File: config.mk
export PLATFORM = sky130hd
export DESIGN_NAME = mdp_mmu_check
export DESIGN_NICKNAME = d
export VERILOG_FILES = /design/src/rtl/mdp_pkg.sv /design/src/rtl/mdp_chk_if.sv /design/src/rtl/mdp_mmu_check.sv /design/src/rtl/mdp_desc_check.sv
export SDC_FILE = /design/constraint.sdc
export NUM_CORES = 1
export LEC_CHECK = 0
export ABC_AREA = 0
export BUFFER_PORTS_ARGS = -buffer_cell sky130_fd_sc_hd__buf_2
export CELL_PAD_IN_SITES_DETAIL_PLACEMENT = 2
export CELL_PAD_IN_SITES_GLOBAL_PLACEMENT = 2
export CORE_MARGIN = 5
export CORE_UTILIZATION = 28
export DETAILED_ROUTE_END_ITERATION = 16
export PLACE_DENSITY_LB_ADDON = 0.2
export SLEW_MARGIN = 20
export SYNTH_ARGS = -nofsm -noshare
export SYNTH_HDL_FRONTEND = slang
export SYNTH_SLANG_ARGS = --single-unit
File: constraint.sdc
create_clock -name clk -period 3.23 [get_ports clk]
set_input_delay 0.646 -clock clk [delete_from_list [all_inputs] [get_ports clk]]
set_output_delay 0.646 -clock clk [all_outputs]
set_load 0.02 [all_outputs]
File: src/rtl/mdp_pkg.sv
// Constants for the descriptor decode and permission check block
package mdp_pkg;
	// Descriptor type codes in bits 1:0
	localparam logic [1:0] L1_INVALID = 2'h0;
	localparam logic [1:0] L1_PAGE    = 2'h1;
	localparam logic [1:0] L1_SECTION = 2'h2;
	localparam logic [1:0] L2_LARGE   = 2'h1;
	localparam logic [1:0] L2_SMALL   = 2'h2;
	// Domain control field codes
	localparam logic [1:0] DOM_NONE    = 2'h0;
	localparam logic [1:0] DOM_CLIENT  = 2'h1;
	localparam logic [1:0] DOM_RSVD    = 2'h2;
	localparam logic [1:0] DOM_MANAGER = 2'h3;
	// Permission field codes
	localparam logic [1:0] AP_NONE    = 2'h0;
	localparam logic [1:0] AP_SUPER   = 2'h1;
	localparam logic [1:0] AP_USER_RO = 2'h2;
	// Fault codes, highest priority first
	localparam logic [3:0] FC_WBUF     = 4'h0;
	localparam logic [3:0] FC_LF_SEC   = 4'h4;
	localparam logic [3:0] FC_LF_PAGE  = 4'h6;
	localparam logic [3:0] FC_BUS_SEC  = 4'h8;
	localparam logic [3:0] FC_BUS_PAGE = 4'ha;
	localparam logic [3:0] FC_ALIGN    = 4'h1;
	localparam logic [3:0] FC_WALK_L1  = 4'hc;
	localparam logic [3:0] FC_WALK_L2  = 4'he;
	localparam logic [3:0] FC_TR_SEC   = 4'h5;
	localparam logic [3:0] FC_TR_PAGE  = 4'h7;
	localparam logic [3:0] FC_DOM_SEC  = 4'h9;
	localparam logic [3:0] FC_DOM_PAGE = 4'hb;
	localparam logic [3:0] FC_PERM_SEC = 4'hd;
	localparam logic [3:0] FC_PERM_PG  = 4'hf;
	// Descriptor field positions
	localparam int L1_B_BIT       = 2;
	localparam int L1_C_BIT       = 3;
	localparam int L1_U_BIT       = 4;
	localparam int L1_DOM_LSB     = 5;
	localparam int L1_AP_LSB      = 10;
	localparam int SEC_BASE_LSB   = 20;
	localparam int L2_B_BIT       = 2;
	localparam int L2_C_BIT       = 3;
	localparam int L2_AP_LSB      = 4;
	localparam int SMALL_BASE_LSB = 12;
	localparam int LARGE_BASE_LSB = 16;
	localparam int SMALL_SUB_LSB  = 10;
	localparam int LARGE_SUB_LSB  = 14;
	// Status register layout
	localparam int CAUSE_DOM_LSB  = 4;
	// Register selects on the coprocessor port
	localparam logic [3:0] REG_DOMAIN = 4'h3;
	localparam logic [3:0] REG_CAUSE  = 4'h5;
	localparam logic [3:0] REG_ADDR   = 4'h6;
	// Reset values
	localparam logic [31:0] DOMAIN_RST = 32'h0;
	localparam logic [7:0]  CAUSE_RST  = 8'h00;
	localparam logic [31:0] ADDR_RST   = 32'h0;
endpackage

File: src/rtl/mdp_chk_if.sv
// Connection between the fault recorder and the descriptor checker
`timescale 1ns/1ns
interface mdp_chk_if;
	import mdp_pkg::*;
	logic [31:0] va;        // Virtual address
	logic [31:0] l1;        // First-level descriptor
	logic [31:0] l2;        // Second-level entry
	logic        write;     // Write access
	logic        supv;      // Supervisor privilege
	logic        s_bit;     // System protection bit
	logic        mmu_en;    // Translation on
	logic        cache_en;  // Cache on
	logic        wbuf_en;   // Write buffer on
	logic [31:0] rights;    // Domain control fields
	logic        fault;     // Translation, domain or permission fault
	logic [3:0]  code;      // Fault code
	logic [3:0]  dom;       // Domain number
	logic [31:0] pa;        // Physical address
	logic        cacheable; // Gated attributes
	logic        bufferable;
	logic        updateable;
	modport requester (output va, l1, l2, write, supv, s_bit, mmu_en, cache_en, wbuf_en, rights,
		input fault, code, dom, pa, cacheable, bufferable, updateable);
	modport decider (input va, l1, l2, write, supv, s_bit, mmu_en, cache_en, wbuf_en, rights,
		output fault, code, dom, pa, cacheable, bufferable, updateable);
endinterface

File: src/rtl/mdp_mmu_check.sv
// Top: register file, abort priority, fault recording and response
`timescale 1ns/1ns
module mdp_mmu_check
	import mdp_pkg::*;
(
	// Clock and reset
	input  wire logic        clk,
	input  wire logic        rst,
	// Coprocessor register port
	input  wire logic        reg_wr,
	input  wire logic        reg_rd,
	input  wire logic [3:0]  reg_sel,
	input  wire logic [31:0] reg_wdata,
	output logic      [31:0] reg_rdata,
	// Control bits
	input  wire logic        mmu_en,
	input  wire logic        sys_prot,
	input  wire logic        align_en,
	input  wire logic        cache_en,
	input  wire logic        wbuf_en,
	// Access request from the core
	input  wire logic        req_valid,
	input  wire logic [31:0] req_va,
	input  wire logic        req_write,
	input  wire logic        req_data,
	input  wire logic        req_super,
	input  wire logic        req_word,
	input  wire logic [31:0] l1_desc,
	input  wire logic [31:0] l2_desc,
	// External abort sources
	input  wire logic        wbuf_err,
	input  wire logic        lf_err,
	input  wire logic        lf_word0,
	input  wire logic        ext_err,
	input  wire logic        walk_err_l1,
	input  wire logic        walk_err_l2,
	input  wire logic        err_page,
	// Response to the core and bus
	output logic             resp_valid,
	output logic             resp_abort,
	output logic             data_abort,
	output logic             prefetch_abort,
	output logic             mem_start,
	output logic      [31:0] resp_pa,
	output logic             resp_cacheable,
	output logic             resp_bufferable,
	output logic             resp_updateable,
	output logic             abort_info_valid
);
	logic [31:0] domain_rights;       // Sixteen domain fields
	logic [7:0]  abort_cause;         // Domain and fault code
	logic [31:0] abort_address;       // Faulting virtual address
	logic        wb_pending;          // Write-buffer error waiting
	logic [31:0] next_domain_rights;
	logic [7:0]  next_abort_cause;
	logic [31:0] next_abort_address;
	logic        next_wb_pending;
	logic [31:0] next_reg_rdata;
	logic        next_resp_valid;
	logic        next_resp_abort;
	logic        next_data_abort;
	logic        next_prefetch_abort;
	logic        next_mem_start;
	logic [31:0] next_resp_pa;
	logic        next_resp_c;
	logic        next_resp_b;
	logic        next_resp_u;
	logic        next_info_valid;
	logic        align_fault;         // Misaligned data word
	logic        hi_hit;              // A higher source fired
	logic [3:0]  hi_code;             // Its code
	logic        fault;               // Any abort this access
	logic [3:0]  fault_code;          // Winning code

	mdp_chk_if chk ();

	// Feed the checker
	assign chk.va       = req_va;
	assign chk.l1       = l1_desc;
	assign chk.l2       = l2_desc;
	assign chk.write    = req_write;
	assign chk.supv     = req_super;
	assign chk.s_bit    = sys_prot;
	assign chk.mmu_en   = mmu_en;
	assign chk.cache_en = cache_en;
	assign chk.wbuf_en  = wbuf_en;
	assign chk.rights   = domain_rights;

	// Descriptor checker
	mdp_desc_check u_check (
		.c (chk)
	);

	// Abort priority and next state
	always_comb
	begin
		align_fault = align_en && req_data && req_word && (req_va[1:0] != 2'h0);
		hi_hit      = 1'b1;
		if (wb_pending && req_data)
			hi_code = FC_WBUF;
		else if (lf_err)
			hi_code = err_page ? FC_LF_PAGE : FC_LF_SEC;
		else if (ext_err)
			hi_code = err_page ? FC_BUS_PAGE : FC_BUS_SEC;
		else if (align_fault)
			hi_code = FC_ALIGN;
		else if (walk_err_l1)
			hi_code = FC_WALK_L1;
		else if (walk_err_l2)
			hi_code = FC_WALK_L2;
		else
		begin
			hi_hit  = 1'b0;
			hi_code = FC_WBUF;
		end
		fault      = hi_hit || chk.fault;
		fault_code = hi_hit ? hi_code : chk.code;
		// Software writes
		next_domain_rights = domain_rights;
		next_abort_cause   = abort_cause;
		next_abort_address = abort_address;
		next_info_valid    = abort_info_valid;
		if (reg_wr)
		begin
			case (reg_sel)
				REG_DOMAIN: next_domain_rights = reg_wdata;
				REG_CAUSE:  next_abort_cause   = reg_wdata[7:0];
				REG_ADDR:   next_abort_address = reg_wdata;
				default:    next_domain_rights = domain_rights;
			endcase
		end
		// error held until a data access can take it, set wins
		next_wb_pending = wbuf_err || (wb_pending && !(req_valid && req_data));
		// data abort recording wins over a software write
		if (req_valid && req_data && fault)
		begin
			next_abort_cause   = {chk.dom, fault_code};
			next_abort_address = req_va;
			// linefetch detail trusted only on word 0
			next_info_valid    = !(lf_err && !lf_word0 && fault_code[3:1] != 3'h0);
		end
		// Register read data
		case (reg_sel)
			REG_DOMAIN: next_reg_rdata = domain_rights;
			REG_CAUSE:  next_reg_rdata = {24'h0, abort_cause};
			REG_ADDR:   next_reg_rdata = abort_address;
			default:    next_reg_rdata = 32'h0;
		endcase
		if (!reg_rd)
			next_reg_rdata = reg_rdata;
		// abort the access on any fault
		next_resp_valid     = req_valid;
		next_resp_abort     = req_valid && fault;
		// fetch aborts only tag the instruction
		next_data_abort     = req_valid && fault && req_data;
		next_prefetch_abort = req_valid && fault && !req_data;
		// no external cycle for faulted access
		next_mem_start      = req_valid && !fault;
		// address only after a clean check
		next_resp_pa        = next_mem_start ? chk.pa : 32'h0;
		next_resp_c         = next_mem_start && chk.cacheable;
		next_resp_b         = next_mem_start && chk.bufferable;
		next_resp_u         = next_mem_start && chk.updateable;
	end

	// State registers
	always_ff @(posedge clk)
	begin
		if (rst)
		begin
			domain_rights    <= DOMAIN_RST;
			abort_cause      <= CAUSE_RST;
			abort_address    <= ADDR_RST;
			wb_pending       <= 1'b0;
			reg_rdata        <= 32'h0;
			resp_valid       <= 1'b0;
			resp_abort       <= 1'b0;
			data_abort       <= 1'b0;
			prefetch_abort   <= 1'b0;
			mem_start        <= 1'b0;
			resp_pa          <= 32'h0;
			resp_cacheable   <= 1'b0;
			resp_bufferable  <= 1'b0;
			resp_updateable  <= 1'b0;
			abort_info_valid <= 1'b1;
		end
		else
		begin
			domain_rights    <= next_domain_rights;
			abort_cause      <= next_abort_cause;
			abort_address    <= next_abort_address;
			wb_pending       <= next_wb_pending;
			reg_rdata        <= next_reg_rdata;
			resp_valid       <= next_resp_valid;
			resp_abort       <= next_resp_abort;
			data_abort       <= next_data_abort;
			prefetch_abort   <= next_prefetch_abort;
			mem_start        <= next_mem_start;
			resp_pa          <= next_resp_pa;
			resp_cacheable   <= next_resp_c;
			resp_bufferable  <= next_resp_b;
			resp_updateable  <= next_resp_u;
			abort_info_valid <= next_info_valid;
		end
	end

	// Helpers for the checks below
	logic [1:0] h_dfield;
	logic       h_data_clean;
	assign h_dfield     = domain_rights[{l1_desc[L1_DOM_LSB +: 4], 1'b0} +: 2];
	assign h_data_clean = req_valid && req_data && mmu_en && !hi_hit && !reg_wr;
endmodule

File: src/rtl/mdp_desc_check.sv
// Descriptor decode, address formation and domain/permission check
`timescale 1ns/1ns
module mdp_desc_check
	import mdp_pkg::*;
(
	// Request in, verdict out
	mdp_chk_if.decider c
);
	logic [3:0] dom;     // Selected domain
	logic [1:0] dfield;  // Its control field
	logic [1:0] ap;      // Permission field in use
	logic [1:0] sub;     // Quarter-page index
	logic [3:0] ap_idx;  // Bit offset of the sub-region field
	logic       is_page; // Page mapping
	logic       tr_bad;  // Descriptor invalid

	// Permission table: supervisor/user against read/write
	function automatic logic ap_ok(input logic [1:0] a, input logic s, input logic sup, input logic wr);
		case (a)
			AP_NONE:    ap_ok = s && sup && !wr;
			AP_SUPER:   ap_ok = sup;
			AP_USER_RO: ap_ok = sup || !wr;
			default:    ap_ok = 1'b1;
		endcase
	endfunction

	// Whole check, combinational
	always_comb
	begin
		dom          = c.l1[L1_DOM_LSB +: 4];
		dfield       = c.rights[{dom, 1'b0} +: 2];
		ap           = c.l1[L1_AP_LSB +: 2];
		sub          = 2'h0;
		ap_idx       = 4'h0;
		is_page      = 1'b0;
		tr_bad       = 1'b0;
		c.fault      = 1'b0;
		c.code       = FC_TR_SEC;
		c.dom        = dom;
		c.pa         = c.va;
		c.cacheable  = 1'b0;
		c.bufferable = 1'b0;
		c.updateable = 1'b0;
		if (c.mmu_en)
		begin
			case (c.l1[1:0])
				L1_SECTION:
				begin
					c.pa = {c.l1[31:SEC_BASE_LSB], c.va[SEC_BASE_LSB-1:0]};
					c.updateable = c.l1[L1_U_BIT] && c.cache_en;
					c.cacheable  = c.l1[L1_C_BIT] && c.cache_en;
					c.bufferable = c.l1[L1_B_BIT] && c.wbuf_en;
				end
				L1_PAGE:
				begin
					is_page      = 1'b1;
					c.updateable = c.l1[L1_U_BIT] && c.cache_en;
					c.cacheable  = c.l2[L2_C_BIT] && c.cache_en;
					c.bufferable = c.l2[L2_B_BIT] && c.wbuf_en;
					case (c.l2[1:0])
						L2_SMALL:
						begin
							c.pa = {c.l2[31:SMALL_BASE_LSB], c.va[SMALL_BASE_LSB-1:0]};
							sub  = c.va[SMALL_SUB_LSB +: 2];
						end
						L2_LARGE:
						begin
							c.pa = {c.l2[31:LARGE_BASE_LSB], c.va[LARGE_BASE_LSB-1:0]};
							sub  = c.va[LARGE_SUB_LSB +: 2];
						end
						default:
						begin
							tr_bad = 1'b1;
							c.code = FC_TR_PAGE;
						end
					endcase
					ap_idx = {1'b0, sub, 1'b0};
					ap     = c.l2[L2_AP_LSB + ap_idx +: 2];
				end
				default:
				begin
					tr_bad = 1'b1;
					c.code = FC_TR_SEC;
				end
			endcase
			if (tr_bad)
			begin
				c.fault = 1'b1;
			end
			else if (dfield == DOM_NONE || dfield == DOM_RSVD)
			begin
				c.fault = 1'b1;
				c.code  = is_page ? FC_DOM_PAGE : FC_DOM_SEC;
			end
			else if (dfield == DOM_CLIENT && !ap_ok(ap, c.s_bit, c.supv, c.write))
			begin
				c.fault = 1'b1;
				c.code  = is_page ? FC_PERM_PG : FC_PERM_SEC;
			end
		end
	end
endmodule

# After elaboration in Yosys (flattened, before gate mapping)
# Cells that the tools add are included.
dict set report op_classes {
  muxes 57
  n_bitwise 1
  n_shift 2
  n_reduce_logical 48
  eq_ne 11
  n_addsub 1
}
# operator n
set ops {}
lappend ops {{$mux W32} 4}
lappend ops {{$pmux W32 S2} 2}
lappend ops {{$pmux W32 S3} 1}
lappend ops {{$mux W4} 12}
lappend ops {{$shiftx A32 B33 Y2} 1}
lappend ops {{$shiftx A32 B6 Y2} 1}
lappend ops {{$logic_and A1 B1 Y1} 24}
lappend ops {{$mux W8} 3}
lappend ops {{$mux W1} 21}
lappend ops {{$mux W2} 9}
lappend ops {{$eq A2 B1 Y1 const B} 4}
lappend ops {{$eq A2 B2 Y1 const B} 4}
lappend ops {{$eq A4 B3 Y1 const B} 2}
lappend ops {{$reduce_bool A2 Y1} 4}
lappend ops {{$logic_not A1 Y1} 7}
lappend ops {{$pmux W1 S2} 3}
lappend ops {{$reduce_and A2 Y1} 3}
lappend ops {{$reduce_or A2 Y1} 3}
lappend ops {{$add A3 B3 Y4 const A} 1}
lappend ops {{$eq A4 B2 Y1 const B} 1}
lappend ops {{$logic_not A2 Y1} 2}
lappend ops {{$logic_or A1 B1 Y1} 4}
lappend ops {{$pmux W2 S2} 1}
lappend ops {{$pmux W1 S3} 1}
lappend ops {{2 further kinds} 2}
dict set report totals {
  register_bits 146
  elab_cells 135
  output_inout_bits 73
  in_bits 153
}

# Longest topological paths before layout
# Gate-level depths: netlist of run 1.
dict set report depth {
  word_depth 24
  depth_mapped 11
  ltp_nobuf 11
}

# Hierarchy
# A second synthesis of run 1 with hierarchy kept.
dict set report hier_totals {
  cells_unflattened 757
  area_unflattened_um2 6781.5
}
# mod area_per_inst_um2 seq_area_each_um2 cells_each n_inst
set by_module_without_submodules {}
lappend by_module_without_submodules {mdp_mmu_check 5744.3 2922.8 631 1}
lappend by_module_without_submodules {mdp_desc_check 1037.2 0.0 126 1}

# Worst setup path after synthesis of run 1
# OpenSTA, ideal clock, no wires.
dict set report synth_timing {
  path_kind {input -> register}
  start {input l2_desc[0]}
  end {register abort_address[10]}
  cell_stages 11
  setup_ns 0.091
  path_buffers 2
  required_time_ns 3.139
  setup_slack_ns 0.363
  arrival_time_ns 2.776
  cell_sequence {inv_1 > ha_1 > a22oi_2 > mux2_1 > o221ai_1 > a32oi_1 > o32ai_2 > o21ai_4 > buf_6 > buf_2 > a311oi_1}
}
dict set report synth_via {
  elab_chain_cells 23
  elab_cells_between_ends 32
  cone_classes {add/sub: 1; eq/ne: 4; shift: 1; mux: 17; reduce/logical: 9}
}
# item line_no
set synth_rtl {}
lappend synth_rtl {{from (decl)} mdp_mmu_check.sv:29} ;# input wire logic [31:0] l2_desc,
lappend synth_rtl {{$eq A2 B1 Y1 / $eq A2 B2 Y1 (equally long branches)} mdp_desc_check.sv:60} ;# case (c.l2[1:0])
lappend synth_rtl {{$pmux W2 S2} mdp_desc_check.sv:60}
lappend synth_rtl {{$mux W2} mdp_desc_check.sv:46} ;# case (c.l1[1:0])
lappend synth_rtl {{$mux W2} mdp_desc_check.sv:44} ;# if (c.mmu_en)
lappend synth_rtl {{$add A3 B3 Y4} mdp_desc_check.sv:78} ;# ap = c.l2[L2_AP_LSB + ap_idx +: 2];
lappend synth_rtl {{$shiftx A32 B33 Y2} mdp_desc_check.sv:78}
lappend synth_rtl {{$mux W2} mdp_desc_check.sv:46}
lappend synth_rtl {{$mux W2} mdp_desc_check.sv:44}
lappend synth_rtl {{[7 not listed]} --}
lappend synth_rtl {{$mux W1} mdp_desc_check.sv:95} ;# else if (dfield == DOM_CLIENT && !ap_ok(ap, c.s_bit, c.supv, c.write))
lappend synth_rtl {{$mux W1} mdp_desc_check.sv:90} ;# else if (dfield == DOM_NONE || dfield == DOM_RSVD)
lappend synth_rtl {{$mux W1 *} mdp_desc_check.sv:86} ;# if (tr_bad)
lappend synth_rtl {{$mux W1 *} mdp_desc_check.sv:44}
lappend synth_rtl {{$logic_or A1 B1 Y1 *} mdp_mmu_check.sv:116} ;# fault = hi_hit || chk.fault;
lappend synth_rtl {{$logic_and A1 B1 Y1 *} mdp_mmu_check.sv:135} ;# if (req_valid && req_data && fault)
lappend synth_rtl {{$reduce_bool A2 Y1 (no line)} --}
lappend synth_rtl {{$reduce_and A2 Y1 (no line)} --}
lappend synth_rtl {{to (signal assigned)} mdp_mmu_check.sv:191} ;# abort_address <= next_abort_address;
lappend synth_rtl {{to (decl)} mdp_mmu_check.sv:52} ;# logic [31:0] abort_address;
# Every way passes the cells marked *; elsewhere a longest branch is shown, timed or not. The select of a mux whose other input is x is not followed.
# A chain may end at the register's enable or synchronous reset.

# Worst setup path in the final report of run 1
dict set report layout_timing {
  start {input l2_desc[0]}
  end {register abort_address[28]}
}
# Same word-level chain as after synthesis.

==> impl_metrics.ini, run 1 <==
[outcome]
status = complete, no violations

[cells_and_area]
fillCellCount = 2590
drive_gt1_share_pct = 30.4
n_antenna_cell = 0
syn2layout_area_growth_pct = 32.7
final_common_cell = buf_2
instances_no_fill = 1263
nNetsFinal = 1122
finish.utilization_pct = 37.5
layout_common_cells = buf_2, dfxtp_1, nand2_1
fin_area_um2 = 8450

[die]
core_um2 = 22500
dieArea_um2 = 25900
num_rows = 55
io_pins = 226
start_util_pct = 28.3
fp.dieW_um = 161
die_y_um = 161

[setup_path]
cp.arrival_ns = 3.14
cp_data_required_time_ns = 3.57
max_stage_delay_ns = 0.40
cp_max_fo = 42
end_kind = flip-flop
reg2reg_from = chk.rights[27]
cp-startpoint = l2_desc[0]
crit_chain = buf_2 -> inv_1 -> ha_1 -> a22oi_1 -> nand3_1 -> o32a_1 -> a32oi_1 -> o32ai_2 -> o21ai_4 -> buf_12 -> nor2_1 -> a311oi_1
critPathKind = primary input to flip-flop
cp_top_family = compound AO/OA/AOI/OAI gates
slowest_stage = o21ai_4
crit_buf_inv = 3
startpoint_type = primary input

[yosys]
synth-seq-cells = 146
synth_ff_type = dfxtp_1
syn_inst = 766
syn_area_per_cell_um2 = 8.31
ys_seq_area_share_pct = 45.9
async_flop_share_pct = 0
yosysUniqueCellTypes = 46
syn-num-nets = 923
yosys_warnings = 0
synth_edf_count = 0
synth.cell_area_um2 = 6370

[power]
p_leak_nw = 3.53
vdd_drop_max_mv = 0.353
p_per_area_nw_per_um2 = 518

[timing]
max-slew-margin-rel_pct = 59.1
slew_viol_final = 0
rsz0062_at_grt = no
fin_skew_ns = 0.0118
setup_violations = 0
tightestPinTransition_ns = 0.611
post-route-period-util_pct = 86.6
finalHoldViolCount = 0
fmax_ghz = 0.358
min_period_ns = 2.80

[clock_network]
cts_resized = 0
cts.path.max_buffers = 2
postCtsSetupBuffers = 0
cts_made_buffers = 17
ctsRootBufferMaster = clkbuf_16
cts_sinks = 146
cts.clk_slew.worst_paths_ns = 0.07
cts_tree = built
ctsHoldBuffers = 0
clock_latency_ns = 0.43
htreeDepth = 4

[routing]
drtAntennaViolNets = 0
vias_per_cell = 5.23
drt_iter0_markers = 359
drtPass1Iterations = 5
drt_wl_total_mm = 26.2
post-route-drc-count = 0
routedWlPerCell_um = 20.8
routed-via-count = 6610

[placement]
placed_cells = 1231
gp_congestion = 0.759
port_buffers = 216
post-dp-hpwl_mm = 19.1
dpl_cell_area_um2 = 7870

[min_path]
min_from = wbuf_err
worst_hold_path_type = primary input to flip-flop

[global_routing]
grt_antenna_before_repair = 0
grt_overflow = 0
grt_pass1_vias = 7044
track_usage_pct = 19.9
grt_first_pass_wirelength_mm = 40.9
grt_max_degree = 66

[run]
drv_cap = 0
-- cell usage after synthesis, drive strengths merged, types with 9 or more instances --
cell type,instances,area share [%]
dfxtp,146,46
nand2,119,7.0
nor2,116,6.8
a21oi,62,4.9
clkbuf,53,3.1
nand3,45,3.5
a311oi,39,5.4
nor3,26,2.0
a221oi,24,3.3
a22oi,18,2.2
buf,15,1.2
and3,13,1.3
inv,10,0.59
mux4,9,3.2
o21ai,9,0.88
-- logic make-up (layout without fill, tap and decap cells) --
logic type,count (synthesis),count (layout),share of synthesized area [%]
AND/OR/NAND/NOR,345,345,23.7
AO/OA/AOI/OAI,174,174,19.9
flip-flops,146,146,45.9
buffers and inverters,78,290,4.95
multiplexers,19,19,4.80
adder cells (fa/ha/maj),4,4,0.786
-- state kept, by name (all words and copies together) (netlist names), 8 cells and up --
signal and cells:
abort_address 32, abort_cause 8, chk.rights 32, reg_rdata 32
resp_pa 32
-- metal layers --
metal  vias to the layer above  GRT usage (%)  share of wire (%)
met4                         0           4.30               0.87
met5                         -              0                  0
met2                       159           33.1                 48
li1                       3150              -                  -
met1                      3278           26.8                 47
met3                        23           4.08                4.2
-- area by class of cell --
class,instances,area (um2),share of cell area [%]
multi-input combinational,542,3160,37.4
sequential,146,2920,34.6
timing repair buffer,248,1390,16.4
clock buffer,19,453,5.36
tap,285,357,4.22
clock inverter,13,129,1.53
inverter,10,37.5,0.444
-- worst register-to-register path, stage by stage (launching register included) --
cell      delay, ns
dfxtp_1        0.39
mux4_2         0.27
mux2i_1        0.07
mux2i_1        0.34
nand3b_1       0.18
o32ai_2        0.11
o21ai_4        0.40
buf_12         0.27
nor2_1         0.11
a311oi_1       0.25
-- final timing paths --
check | endpoint | slack, ns | depth (start not counted)
max | abort_address[28] | 0.43 | 12
min | wb_pending | 0.44 | 3
max reg2reg | abort_address[28] | 0.75 | 9
min reg2reg | chk.rights[30] | 0.47 | 2
-- where the power goes --
| part | switching, W | internal (W) |
|---|---|---|
| Combinational | 0.000311 | 0.000208 |
| Clock | 0.000851 | 0.00111 |
| Sequential | 0.0000368 | 0.00186 |
-- per-stage QoR --
| step | total power, W | hold slack, ns | setup WS, ns | setup TNS [ns] |
|---|---|---|---|---|
| after floorplan | 0.00220 | 0.445 | 0.363 | 0 |
| after global placement | 0.00245 | 0.461 | 0.0583 | 0 |
| after detailed placement | 0.00246 | 0.463 | -0.000975 | -0.000975 |
| after CTS | 0.00443 | 0.426 | 0.435 | 0 |
| after global routing | 0.00456 | 0.446 | 0.260 | 0 |
| final | 0.00438 | 0.445 | 0.434 | 0 |
Note: power is estimated with default switching activity, not from simulation.
==> run 2: changes to the inputs <==
- BUFFER_PORTS_ARGS: -buffer_cell sky130_fd_sc_hd__buf_2 -> unset
- CORE_UTILIZATION: 28 -> 35
- DONT_BUFFER_PORTS: unset -> 1
==> run 2 against run 1 <==
Against the previous run:
- global-route usage rose by 2.8 points
- critical path depth stayed put
- die area is 19% lower
- critical path type unchanged
- highest routed layer unchanged
==> impl_metrics.ini, run 2 (synthesis gave the netlist of run 1 again) <==
[timing]
slew_viol_final = 0
setup_violations = 0
min_period_ns = 2.81
fmax_ghz = 0.356
finalSetupTns_ns = 0
max-slew-margin-rel_pct = 41.4
tightestPinTransition_ns = 0.879
finalHoldViolCount = 0
fin_skew_ns = 0.0109
post-route-period-util_pct = 87.0
rsz0062_at_grt = no

[cells_and_area]
drive_gt1_share_pct = 9.68
instances_no_fill = 983
nNetsFinal = 898
n_antenna_cell = 0
layout_common_cells = dfxtp_1, nand2_1, nor2_1
fin_area_um2 = 7200
regArea_um2 = 2920
multi_input_area_um2 = 3160
syn2layout_area_growth_pct = 13.1
final_common_cell = dfxtp_1
fillCellCount = 1998

[setup_path]
path_common_cell = buf_12
cp_top_family = compound AO/OA/AOI/OAI gates
cp-startpoint = l2_desc[0]
crit_buf_inv = 4
max_stage_delay_ns = 0.42
startpoint_type = primary input
end_kind = flip-flop
cp.arrival_ns = 3.14
reg2reg_from = chk.rights[27]
crit_chain = inv_1 -> ha_1 -> a22oi_2 -> mux2_1 -> o221ai_1 -> a32oi_1 -> o32ai_2 -> o21ai_4 -> buf_12 -> buf_12 -> buf_4 -> a311oi_1
cp_max_fo = 29
cp_data_required_time_ns = 3.56
critPathKind = primary input to flip-flop
slowest_stage = o32ai_2

[clock_network]
clock_latency_ns = 0.43
postCtsSetupBuffers = 0
cts.path.max_buffers = 2
cts_tree = built
ctsRootBufferMaster = clkbuf_16
htreeDepth = 4
cts_made_buffers = 17
cts.clk_slew.worst_paths_ns = 0.07
cts_sinks = 146
ctsHoldBuffers = 0
cts_resized = 0

[routing]
drt_iter0_markers = 325
routedWlPerCell_um = 24.8
drt_wl_total_mm = 24.3
routed-via-count = 5924
drtAntennaViolNets = 0
vias_per_cell = 6.03
drtPass1Iterations = 5
post-route-drc-count = 0

[die]
dieArea_um2 = 21000
core_um2 = 18000
start_util_pct = 35.4
io_pins = 226
num_rows = 49
die_y_um = 145
fp.dieW_um = 145

[global_routing]
grt_antenna_before_repair = 0
track_usage_pct = 22.7
grt_first_pass_wirelength_mm = 36.9
grt_max_degree = 109
grt_pass1_vias = 6370
grt_overflow = 0

[power]
p_per_area_nw_per_um2 = 570
power_frac_seq_pct = 46.9
p_leak_nw = 2.54
power.switching_w = 0.00111
comb_power_share_pct = 7.3
power.internal_w = 0.00300
power.share.clock_pct = 45.8
total_power_w = 0.00411
switching_share_pct = 27.1
vdd_drop_max_mv = 0.361

[placement]
port_buffers = 0
placed_cells = 951
gp_congestion = 0.850
dpl_cell_area_um2 = 6650
post-dp-hpwl_mm = 17.7

[min_path]
worst_hold_path_type = primary input to flip-flop
min_from = rst

[run]
drv_cap = 0

[outcome]
status = complete, no violations
==> run 2: worst register-to-register path, delay by kind of cell, from the launching register on <==
family / cells / cell delay [ns]
buf+inv: 3 / 0.50
flops: 1 / 0.33
mux: 3 / 0.83
compound gates: 3 / 0.83
==> run 2: metal layers <==
layer / share of wire (%) / vias up / GRT usage (%)
li1: - / 2706 / -
met1: 40 / 3010 / 28.2
met2: 50 / 184 / 38.0
met3: 8.3 / 24 / 7.59
met4: 1.6 / 0 / 5.89
met5: 0 / - / 0
==> run 2: final timing paths <==
kind / to / slack, ns / cells after the start
hold / removal: chk.rights[28] / 0.29 / 1
setup reg to reg: abort_address[23] / 0.64 / 9
setup / recovery: abort_address[23] / 0.42 / 12
hold reg to reg: chk.rights[29] / 0.47 / 2
==> run 2: cell type report <==
type,count,share of cell area (%)
Clock inverter,15,1.72
Multi-Input combinational cell,542,43.9
Clock buffer,17,5.91
Timing Repair Buffer,24,3.37
Tap cell,229,3.98
Inverter,10,0.521
Sequential cell,146,40.6
==> run 2: power groups by stage <==
stage / Combinational (W) / Clock, W / Sequential [W]
detailed placement: 0.000299 / 0 / 0.00197
floorplan: 0.000247 / 0 / 0.00195
global route: 0.000332 / 0.00200 / 0.00193
finish: 0.000300 / 0.00188 / 0.00193
global placement: 0.000283 / 0 / 0.00196
CTS: 0.000302 / 0.00191 / 0.00193
==> run 2: through the flow <==
stage	setup WS (ns)	util [%]	hold slack [ns]
5_1_grt	0.196	40.1	0.266
2_1_floorplan	0.363	-	0.445
6_report	0.421	40.1	0.292
3_3_place_gp	0.127	37.0	0.451
4_1_cts	0.452	40.1	0.276
3_5_place_dp	0.00827	37.0	0.464
